<file path="src/mgm_pkg.sv">
package mgm_pkg;

    // register byte offsets
    localparam logic [15:0] MGM_OFS_CAPABILITY = 16'h04FC;
    localparam logic [15:0] MGM_OFS_CONFIG     = 16'h0500;
    localparam logic [15:0] MGM_OFS_CONTROL    = 16'h0504;
    localparam logic [15:0] MGM_OFS_WR_VALUE   = 16'h0508;
    localparam logic [15:0] MGM_OFS_RD_VALUE   = 16'h050C;
    localparam logic [15:0] MGM_OFS_IRQ_STATUS = 16'h0600;
    localparam logic [15:0] MGM_OFS_IRQ_PEND   = 16'h0620;
    localparam logic [15:0] MGM_OFS_IRQ_ENABLE = 16'h0640;
    localparam logic [15:0] MGM_OFS_IRQ_CLEAR  = 16'h0660;

    // capability bit positions
    localparam int MGM_CAP_FILTERS_BIT = 10;
    localparam int MGM_CAP_STATS_BIT   = 8;
    localparam int MGM_CAP_1000_BIT    = 2;
    localparam int MGM_CAP_100_BIT     = 1;
    localparam int MGM_CAP_10_BIT      = 0;

    // config field positions
    localparam int MGM_CFG_DIV_LSB = 0;
    localparam int MGM_CFG_DIV_W   = 6;
    localparam int MGM_CFG_EN_BIT  = 6;

    // control field positions
    localparam int MGM_CTL_PHY_LSB    = 24;
    localparam int MGM_CTL_REG_LSB    = 16;
    localparam int MGM_CTL_OP_LSB     = 14;
    localparam int MGM_CTL_LAUNCH_BIT = 11;
    localparam int MGM_CTL_READY_BIT  = 7;

    localparam int MGM_DATA_W  = 16;
    localparam int MGM_IRQ_BIT = 0;

    // reset values
    localparam logic [5:0]  MGM_RST_DIV    = 6'h00;
    localparam logic        MGM_RST_EN     = 1'b0;
    localparam logic [4:0]  MGM_RST_ADDR   = 5'h00;
    localparam logic [1:0]  MGM_RST_OP     = 2'h0;
    localparam logic [15:0] MGM_RST_DATA   = 16'h0000;
    localparam logic        MGM_RST_READY  = 1'b1;

    // opcodes
    localparam logic [1:0] MGM_OP_WRITE = 2'b01;
    localparam logic [1:0] MGM_OP_READ  = 2'b10;

    // frame layout
    localparam int          MGM_FRAME_BITS   = 64;
    localparam logic [31:0] MGM_PREAMBLE     = 32'hFFFF_FFFF;
    localparam logic [1:0]  MGM_START        = 2'b01;
    localparam logic [1:0]  MGM_TURN_WRITE   = 2'b10;
    localparam logic [5:0]  MGM_TURN_IDX     = 6'h2E;
    localparam logic [5:0]  MGM_DATA_IDX     = 6'h30;
    localparam logic [5:0]  MGM_LAST_IDX     = 6'h3F;

    typedef struct packed {
        logic [1:0]  op;
        logic [4:0]  phy;
        logic [4:0]  regi;
        logic [15:0] wdata;
    } mgm_cmd_t;

endpackage : mgm_pkg

</file>
<file path="src/mgm_frame.sv">
`timescale 1ns/1ps
`default_nettype none
module mgm_frame (
    input  wire logic              core_clk,
    input  wire logic              rst_n,
    input  wire logic              rise_tick,
    input  wire logic              fall_tick,
    input  wire logic              start,
    input  wire mgm_pkg::mgm_cmd_t cmd,
    input  wire logic              mdio_sync,
    output logic                   busy,
    output logic                   done,
    output logic [15:0]            rdata,
    output logic                   mdio_out,
    output logic                   mdio_oe
);
    import mgm_pkg::*;

    typedef enum logic [1:0] {
        MGM_IDLE  = 2'b00,
        MGM_SHIFT = 2'b01,
        MGM_DONE  = 2'b11
    } mgm_state_t;

    mgm_state_t  state_reg,  state_next;
    logic [63:0] shift_reg,  shift_next;
    logic [5:0]  idx_reg,    idx_next;
    logic        fell_reg,   fell_next;
    logic        is_rd_reg,  is_rd_next;
    logic [15:0] rdata_reg,  rdata_next;
    logic        out_reg,    out_next;
    logic        oe_reg,     oe_next;

    always_comb begin
        state_next = state_reg;
        shift_next = shift_reg;
        idx_next   = idx_reg;
        fell_next  = fell_reg;
        is_rd_next = is_rd_reg;
        rdata_next = rdata_reg;
        out_next   = out_reg;
        oe_next    = oe_reg;
        unique case (state_reg)
            MGM_IDLE: begin
                oe_next = 1'b0;
                if (start) begin
                    // full 64-bit frame, preamble first
                    shift_next = {MGM_PREAMBLE, MGM_START, cmd.op, cmd.phy, cmd.regi,
                                  MGM_TURN_WRITE, cmd.wdata};
                    is_rd_next = (cmd.op == MGM_OP_READ);
                    idx_next   = 6'h00;
                    fell_next  = 1'b0;
                    state_next = MGM_SHIFT;
                end
            end
            MGM_SHIFT: begin
                if (fall_tick) begin
                    // drive on falling edge so the phy sees stable data at rise
                    out_next   = shift_reg[63];
                    shift_next = {shift_reg[62:0], 1'b0};
                    oe_next    = !(is_rd_reg && idx_reg >= MGM_TURN_IDX);
                    fell_next  = 1'b1;
                end else if (rise_tick && fell_reg) begin
                    if (is_rd_reg && idx_reg >= MGM_DATA_IDX) begin
                        rdata_next = {rdata_reg[14:0], mdio_sync};
                    end
                    idx_next = idx_reg + 6'h01;
                    if (idx_reg == MGM_LAST_IDX) begin
                        state_next = MGM_DONE;
                    end
                end
            end
            MGM_DONE: begin
                oe_next    = 1'b0;
                out_next   = 1'b1; // idle high, like the released line
                state_next = MGM_IDLE;
            end
            default: state_next = MGM_IDLE;
        endcase
    end

    always_ff @(posedge core_clk or negedge rst_n) begin
        if (!rst_n) begin
            state_reg <= MGM_IDLE;
            shift_reg <= 64'h0000_0000_0000_0000;
            idx_reg   <= 6'h00;
            fell_reg  <= 1'b0;
            is_rd_reg <= 1'b0;
            rdata_reg <= 16'h0000;
            out_reg   <= 1'b1;
            oe_reg    <= 1'b0;
        end else begin
            state_reg <= state_next;
            shift_reg <= shift_next;
            idx_reg   <= idx_next;
            fell_reg  <= fell_next;
            is_rd_reg <= is_rd_next;
            rdata_reg <= rdata_next;
            out_reg   <= out_next;
            oe_reg    <= oe_next;
        end
    end

    assign busy     = (state_reg != MGM_IDLE);
    assign done     = (state_reg == MGM_DONE);
    assign rdata    = rdata_reg;
    assign mdio_out = out_reg;
    assign mdio_oe  = oe_reg;

endmodule : mgm_frame
`default_nettype wire

</file>
<file path="src/mgm_regs.sv">
// Behaviour
// - mdc equals clock over 2*(divisor+1)
// - divisor resets zero; zero keeps port disabled
// - config bit 6 enables port, resets 0
// - control holds phy address and register index
// - opcode 01 writes, 10 reads
// - writing launch bit starts a transaction
// - launch bit clears itself after write
// - ready bit shows no frame busy and no launch pending (port enable not included), resets 1
// - control changes apply only in frame gaps
// - read result lands in read value register
// - status bit set by event or 1, cleared by 0
// - pending is status and enable together
// - capability flags fixed by build parameters
// - clear register bit 0 clears status, self-clearing
`timescale 1ns/1ps
`default_nettype none
module mgm_regs #(
    parameter logic CAP_FILTERS = 1'b1,
    parameter logic CAP_STATS   = 1'b1,
    parameter logic CAP_1000    = 1'b1,
    parameter logic CAP_100     = 1'b1,
    parameter logic CAP_10      = 1'b1
) (
    input  wire logic        core_clk,
    input  wire logic        rst_n,
    input  wire logic        reg_wr,
    input  wire logic        reg_rd,
    input  wire logic [15:0] reg_addr,
    input  wire logic [31:0] reg_wdata,
    output logic [31:0]      reg_rdata,
    output logic             reg_rvalid,
    input  wire logic        eth_frame_gap,
    output logic             mdc,
    input  wire logic        mdio_in,
    output logic             mdio_out,
    output logic             mdio_oe,
    output logic             mgm_done_irq
);
    import mgm_pkg::*;

    function automatic logic hit(input logic [15:0] a, input logic [15:0] ofs);
        hit = (a == ofs);
    endfunction : hit

    // configuration state
    logic [5:0]  div_reg,      div_next;
    logic        en_reg,       en_next;
    // control shadow, written any time
    mgm_cmd_t    shadow_reg,   shadow_next;
    logic        launch_reg,   launch_next;
    // control applied only in a frame gap
    mgm_cmd_t    active_reg,   active_next;
    // op of the frame in flight; active may change in a gap mid-frame
    logic        rd_run_reg,   rd_run_next;
    logic [15:0] wval_reg,     wval_next;
    logic [15:0] rval_reg,     rval_next;
    logic        status_reg,   status_next;
    logic        irq_en_reg,   irq_en_next;
    logic [31:0] rdata_reg,    rdata_next;
    logic        rvalid_reg,   rvalid_next;
    // mdc divider
    logic [5:0]  cnt_reg,      cnt_next;
    logic        mdc_reg,      mdc_next;
    // mdio input synchroniser
    logic        sync1_reg;
    logic        sync2_reg;

    logic        port_on;
    logic        tick;
    logic        rise_tick;
    logic        fall_tick;
    logic        start;
    logic        busy;
    logic        done;
    logic [15:0] frame_rdata;
    logic        ready;
    logic        pending;
    logic        wr_ctl;

    assign port_on   = en_reg && (div_reg != MGM_RST_DIV);
    assign tick      = port_on && (cnt_reg == div_reg);
    assign rise_tick = tick && !mdc_reg;
    assign fall_tick = tick && mdc_reg;
    // a pending launch counts as busy, so launches never queue
    assign ready     = !busy && !launch_reg;
    assign pending   = status_reg && irq_en_reg;
    assign wr_ctl    = reg_wr && hit(reg_addr, MGM_OFS_CONTROL);
    // a launch waits for a gap while the port stays enabled; busy blocks it until done
    assign start     = launch_reg && eth_frame_gap && port_on && !busy;

    // divider: toggle every div+1 clocks for a period of 2*(div+1)
    always_comb begin
        cnt_next = cnt_reg;
        mdc_next = mdc_reg;
        if (!port_on) begin
            // restart from zero so mdc resumes low
            cnt_next = 6'h00;
            mdc_next = 1'b0;
        end else if (tick) begin
            cnt_next = 6'h00;
            mdc_next = !mdc_reg;
        end else begin
            cnt_next = cnt_reg + 6'h01;
        end
    end

    always_ff @(posedge core_clk or negedge rst_n) begin
        if (!rst_n) begin
            cnt_reg <= 6'h00;
            mdc_reg <= 1'b0;
        end else begin
            cnt_reg <= cnt_next;
            mdc_reg <= mdc_next;
        end
    end

    // both flops reset to the pulled-up idle level
    always_ff @(posedge core_clk or negedge rst_n) begin
        if (!rst_n) begin
            sync1_reg <= 1'b1;
            sync2_reg <= 1'b1;
        end else begin
            sync1_reg <= mdio_in;
            sync2_reg <= sync1_reg;
        end
    end

    // register writes and hardware updates
    always_comb begin
        div_next    = div_reg;
        en_next     = en_reg;
        shadow_next = shadow_reg;
        launch_next = launch_reg;
        active_next = active_reg;
        wval_next   = wval_reg;
        rval_next   = rval_reg;
        status_next = status_reg;
        irq_en_next = irq_en_reg;
        rd_run_next = rd_run_reg;
        if (reg_wr) begin
            if (hit(reg_addr, MGM_OFS_CONFIG)) begin
                div_next = reg_wdata[MGM_CFG_DIV_LSB +: MGM_CFG_DIV_W];
                en_next  = reg_wdata[MGM_CFG_EN_BIT];
            end
            if (hit(reg_addr, MGM_OFS_WR_VALUE)) begin
                wval_next = reg_wdata[MGM_DATA_W-1:0];
            end
            // software may overwrite it; the next read frame replaces it
            if (hit(reg_addr, MGM_OFS_RD_VALUE)) begin
                rval_next = reg_wdata[MGM_DATA_W-1:0];
            end
            if (hit(reg_addr, MGM_OFS_IRQ_STATUS)) begin
                status_next = reg_wdata[MGM_IRQ_BIT];
            end
            if (hit(reg_addr, MGM_OFS_IRQ_ENABLE)) begin
                irq_en_next = reg_wdata[MGM_IRQ_BIT];
            end
            if (hit(reg_addr, MGM_OFS_IRQ_CLEAR) && reg_wdata[MGM_IRQ_BIT]) begin
                status_next = 1'b0;
            end
        end
        if (wr_ctl) begin
            shadow_next.phy  = reg_wdata[MGM_CTL_PHY_LSB +: 5];
            shadow_next.regi = reg_wdata[MGM_CTL_REG_LSB +: 5];
            shadow_next.op   = reg_wdata[MGM_CTL_OP_LSB +: 2];
            // a launch on a disabled or busy port is dropped
            if (reg_wdata[MGM_CTL_LAUNCH_BIT] && port_on && ready) begin
                launch_next = 1'b1;
            end
        end
        if (eth_frame_gap) begin
            active_next.phy  = shadow_next.phy;
            active_next.regi = shadow_next.regi;
            active_next.op   = shadow_next.op;
        end
        // write value follows its register; software loads it before launching
        active_next.wdata = wval_reg;
        shadow_next.wdata = wval_reg;
        if (start) begin
            launch_next = 1'b0;
            rd_run_next = (active_next.op == MGM_OP_READ);
        end
        // disabling the port drops a launch still waiting for a gap
        if (!port_on) begin
            launch_next = 1'b0;
        end
        if (done) begin
            status_next = 1'b1; // set beats clear
            if (rd_run_reg) begin
                rval_next = frame_rdata;
            end
        end
    end

    always_ff @(posedge core_clk or negedge rst_n) begin
        if (!rst_n) begin
            div_reg    <= MGM_RST_DIV;
            en_reg     <= MGM_RST_EN;
            shadow_reg <= '{op: MGM_RST_OP, phy: MGM_RST_ADDR, regi: MGM_RST_ADDR,
                            wdata: MGM_RST_DATA};
            launch_reg <= 1'b0;
            active_reg <= '{op: MGM_RST_OP, phy: MGM_RST_ADDR, regi: MGM_RST_ADDR,
                            wdata: MGM_RST_DATA};
            wval_reg   <= MGM_RST_DATA;
            rval_reg   <= MGM_RST_DATA;
            status_reg <= 1'b0;
            irq_en_reg <= 1'b0;
            rd_run_reg <= 1'b0;
        end else begin
            div_reg    <= div_next;
            en_reg     <= en_next;
            shadow_reg <= shadow_next;
            launch_reg <= launch_next;
            active_reg <= active_next;
            wval_reg   <= wval_next;
            rval_reg   <= rval_next;
            status_reg <= status_next;
            irq_en_reg <= irq_en_next;
            rd_run_reg <= rd_run_next;
        end
    end

    // read path: data one cycle after the strobe
    always_comb begin
        rdata_next  = 32'h0000_0000;
        rvalid_next = reg_rd;
        if (reg_rd) begin
            if (hit(reg_addr, MGM_OFS_CAPABILITY)) begin
                rdata_next[MGM_CAP_FILTERS_BIT] = CAP_FILTERS;
                rdata_next[MGM_CAP_STATS_BIT]   = CAP_STATS;
                rdata_next[MGM_CAP_1000_BIT]    = CAP_1000;
                rdata_next[MGM_CAP_100_BIT]     = CAP_100;
                rdata_next[MGM_CAP_10_BIT]      = CAP_10;
            end
            if (hit(reg_addr, MGM_OFS_CONFIG)) begin
                rdata_next[MGM_CFG_DIV_LSB +: MGM_CFG_DIV_W] = div_reg;
                rdata_next[MGM_CFG_EN_BIT]                   = en_reg;
            end
            if (hit(reg_addr, MGM_OFS_CONTROL)) begin
                // launch bit always reads 0
                rdata_next[MGM_CTL_PHY_LSB +: 5]  = shadow_reg.phy;
                rdata_next[MGM_CTL_REG_LSB +: 5]  = shadow_reg.regi;
                rdata_next[MGM_CTL_OP_LSB +: 2]   = shadow_reg.op;
                rdata_next[MGM_CTL_READY_BIT]     = ready;
            end
            if (hit(reg_addr, MGM_OFS_WR_VALUE)) begin
                rdata_next[MGM_DATA_W-1:0] = wval_reg;
            end
            if (hit(reg_addr, MGM_OFS_RD_VALUE)) begin
                rdata_next[MGM_DATA_W-1:0] = rval_reg;
            end
            if (hit(reg_addr, MGM_OFS_IRQ_STATUS)) begin
                rdata_next[MGM_IRQ_BIT] = status_reg;
            end
            if (hit(reg_addr, MGM_OFS_IRQ_PEND)) begin
                rdata_next[MGM_IRQ_BIT] = pending;
            end
            if (hit(reg_addr, MGM_OFS_IRQ_ENABLE)) begin
                rdata_next[MGM_IRQ_BIT] = irq_en_reg;
            end
        end
    end

    always_ff @(posedge core_clk or negedge rst_n) begin
        if (!rst_n) begin
            rdata_reg  <= 32'h0000_0000;
            rvalid_reg <= 1'b0;
        end else begin
            rdata_reg  <= rdata_next;
            rvalid_reg <= rvalid_next;
        end
    end

    // cmd is the next value so a gap-time edit reaches the start cycle
    mgm_frame i_mgm_frame (
        .core_clk  (core_clk),
        .rst_n     (rst_n),
        .rise_tick (rise_tick),
        .fall_tick (fall_tick),
        .start     (start),
        .cmd       (active_next),
        .mdio_sync (sync2_reg),
        .busy      (busy),
        .done      (done),
        .rdata     (frame_rdata),
        .mdio_out  (mdio_out),
        .mdio_oe   (mdio_oe)
    );

    assign mdc          = mdc_reg;
    assign reg_rdata    = rdata_reg;
    assign reg_rvalid   = rvalid_reg;
    assign mgm_done_irq = pending;

endmodule : mgm_regs
`default_nettype wire

</file>
<file path="config.mk">
export PLATFORM = sky130hd
export DESIGN_NAME = mgm_regs
export DESIGN_NICKNAME = d
export VERILOG_FILES = /design/src/mgm_pkg.sv /design/src/mgm_frame.sv /design/src/mgm_regs.sv
export SDC_FILE = /design/constraint.sdc
export NUM_CORES = 1
export LEC_CHECK = 0
export BUFFER_PORTS_ARGS = -buffer_cell sky130_fd_sc_hd__buf_2
export CORE_MARGIN = 2
export CORE_UTILIZATION = 40
export CTS_BUF_LIST = sky130_fd_sc_hd__clkbuf_16
export DETAILED_ROUTE_END_ITERATION = 8
export SLEW_MARGIN = 0
export SYNTH_ARGS = -nofsm -noshare
export SYNTH_HDL_FRONTEND = slang
export SYNTH_SLANG_ARGS = --single-unit
</file>
<file path="constraint.sdc">
create_clock -name core_clk -period 2.3 [get_ports core_clk]
set_input_delay 0.46 -clock core_clk [delete_from_list [all_inputs] [get_ports core_clk]]
set_output_delay 0.46 -clock core_clk [all_outputs]
set_load 0.01 [all_outputs]
</file>
==> run_results.csv <==
group,metric,value,unit
drt,via_per_inst,5.28,
timing,tns,0,ps
worst_setup_path,cp.required,2610,ps
timing,finalMaxSlewViolations,0,
clock_tree,path_clk_slew,70,ps
logic_synthesis,yosysSeqAreaShare,54.8,%
worst_setup_path,regToRegStartpoint,"div_reg[2]",
logic_synthesis,synth_cell_type_count,60,
worst_setup_path,cp_data_arrival_time,2480,ps
job,maxCapViolations,0,
floorplanning,rows,54,
timing,finalWorstSetupSlack,132,ps
clock_tree,tritoncts,"done",
layout,final_util,47.8,%
timing,max-slew-margin-rel,66.7,%
drt,drt-total-wl,19.6,mm
drt,ant_nets,0,
logic_synthesis,syn_area,8870,sq um
logic_synthesis,syn_area_per_cell,12.0,sq um
clock_tree,clk_root_buffer_cell,"clkbuf_16",
global_route,grt_pass1_vias,5935,
place,portBuffers,78,
floorplanning,core-area,21800,sq um
timing,hold_violations,0,
floorplanning,initial_core_util,40.6,%
power,power_density,636,nW/um^2
timing,finClkSkew,9.14,ps
global_route,antenna_found_initial,0,
power,p_leak,4.81,nW
power,power,6.63,mW
place,globalplace.congestion,0.806,
power,vdd_drop_max,0.493,mV
clock_tree,h-tree-depth,4,
global_route,grt_pass1_wl,32.2,mm
hold_path,hold_path_class,"input pin to flop",
worst_setup_path,startpoint_type,"flop",
place,pre_cts_slack,56.9,ps
layout,layout.nets,905,
clock_tree,clk_path_buf_depth,2,
logic_synthesis,ys_ff_latch,194,
logic_synthesis,syn_inst,736,
drt,drtIter0Drc,312,
timing,rsz0062_at_grt,"no",
place,hpwl,13.8,mm
timing,min_period_over_period,94.3,%
logic_synthesis,synth-warning-count,0,
floorplanning,die-area,23400,sq um
floorplanning,io_pins,91,
drt,drc,0,
run_status,status,"complete, no violations",
timing,min_period,2170,ps
layout,area_growth_syn_to_layout,17.5,%
clock_tree,cts-resized-gates,0,
logic_synthesis,synthArstFlopShare,100,%
layout,drive_gt1_share,31.4,%
worst_setup_path,worstSetupStartpoint,"div_reg[2]",
hold_path,hold_path_startpoint,"mdio_in",
logic_synthesis,synth-edff-count,0,
layout,largest_reg_flops,64,
timing,fmax,461,MHz
global_route,grt_start_max_net_pins,56,
drt,vias,6006,
floorplanning,die_y,153,um
layout,num_antenna_cells,0,
drt,wl_per_cell,17.3,um
clock_tree,clock-sinks,194,
timing,setup_violations,0,
global_route,grt_use_total,17.4,%
timing,hold_slack,126,ps
drt,first_pass_iters,5,
worst_setup_path,worstPathMaxFanout,16,
clock_tree,clk_latency,430,ps
floorplanning,fp.dieW,153,um
timing,worstMarginPinSlew,486,ps
global_route,grt_overflow,0,
logic_synthesis,synth_ff_type,"dfrtp_1",
worst_setup_path,worstSetupPathType,"flop to flop",
clock_tree,numCtsBuffers,17,
worst_setup_path,critPathCaptureType,"flop",
routing by layer:
layer	global-route usage (%)	up-vias	routed length, um	share of wire, %
li1	-	2874	-	-
met1	24.5	3007	9480	48
met2	27.4	109	9180	47
met3	3.35	16	673	3.4
met4	5.47	0	301	1.5
met5	0	-	0	0
layout by cell type, fill, tap and decap left out, drive strengths merged, types with 5 or more instances in the layout:
cell      n
o22ai     5
nor2b    19
clkinv    6
conb      6
a22oi    11
nand3    14
a21oi    42
nor3      7
xor2      9
nand2    31
o22a     35
nor2     64
dfrtp   191
clkbuf   18
buf     128
and2     12
inv      20
a31oi    25
mux2i    24
nand4    22
o21ai    21
nor4      6
nand2b    8
ha        6
mux2     90
path summary, 6_finish.rpt:
| kind | slack, ps | cells past startpoint | end |
|---|---|---|---|
| min in group asynchronous | 560 | 2 | reg_rdata[27] |
| hold / removal | 130 | 1 | sync1_reg |
| setup reg to reg | 130 | 7 | i_mgm_frame.rdata[0] |
| setup / recovery | 130 | 7 | i_mgm_frame.rdata[0] |
| hold reg to reg | 360 | 0 | sync2_reg |
| max in group asynchronous | 980 | 3 | i_mgm_frame.mdio_out |
power breakdown:
part	switching [mW]	total, mW	internal [mW]
clock	1.29	2.89	1.60
combinational	0.189	0.290	0.100
sequential	0.0111	3.45	3.44
cell usage after synthesis, drive strengths merged (2+ instances only):
cell type	instances	area, sq um
dfrtp	191	4780
mux2	90	1120
nor2	64	240
a21oi	42	214
o22a	35	307
nand2	31	116
buf	28	206
a31oi	25	156
mux2i	24	240
nand4	22	165
o21ai	21	116
nor2b	19	119
clkbuf	17	63.8
nand3	14	92.6
inv	13	48.8
and2	12	75.1
a22oi	11	82.6
xor2	9	78.8
nand2b	8	50.1
nor3	7	57.6
ha	6	75.1
nor4	6	73.8
o22ai	5	31.3
a211oi	3	22.5
and3	3	18.8
dfstp	3	78.8
nor4b	3	26.3
nor3b	2	25.0
o211a	2	20.0
o21bai	2	15.0
or2	2	12.5
or3	2	12.5
or4	2	18.8
xnor2	2	17.5
cells by family (layout without fill, tap and decap cells):
logic type,Yosys count,in the layout,share of synthesized area (%)
compound gates,154,154,11.8
xor+xnor,11,11,1.09
fa+ha+maj,6,6,0.847
buf+inv,58,175,3.60
flops,194,194,54.8
mux,114,114,15.3
other cells,1,6,0.0423
simple gates,198,198,12.5
area by class of cell:
| class | count | area (sq um) |
|---|---|---|
| fillers | 1978 | 11400 |
| flip-flops and latches | 194 | 4860 |
| multi-input cells | 489 | 3720 |
| repair buffers | 130 | 880 |
| clock buffers | 17 | 425 |
| well taps | 280 | 350 |
| clock inverters | 15 | 141 |
| inverters | 13 | 48.8 |
critical path: stages, from the launching register on:
cell     delay, ps
dfrtp_1        430
xor2_1         200
nor4_4         320
buf_4          170
nand3_2        120
nor3_4         260
buf_12         200
mux2_2         340
per-stage QoR:
step,std cells,area (sq um)
after floorplan,741,8880
after global placement,1103,9830
after detailed placement,1103,9830
after CTS,1136,10400
after global routing,1138,10400
final,1138,10400
what timing repair did:
| item | 4_1_cts | 5_1_grt |
|---|---|---|
| hold buffers | 1 | 0 |
| setup endpoints to repair | 0 | 13 |
| setup buffers | 0 | 2 |
| hold endpoints to repair | 3 | 0 |
No activity file was read; power rests on OpenSTA's default activity.
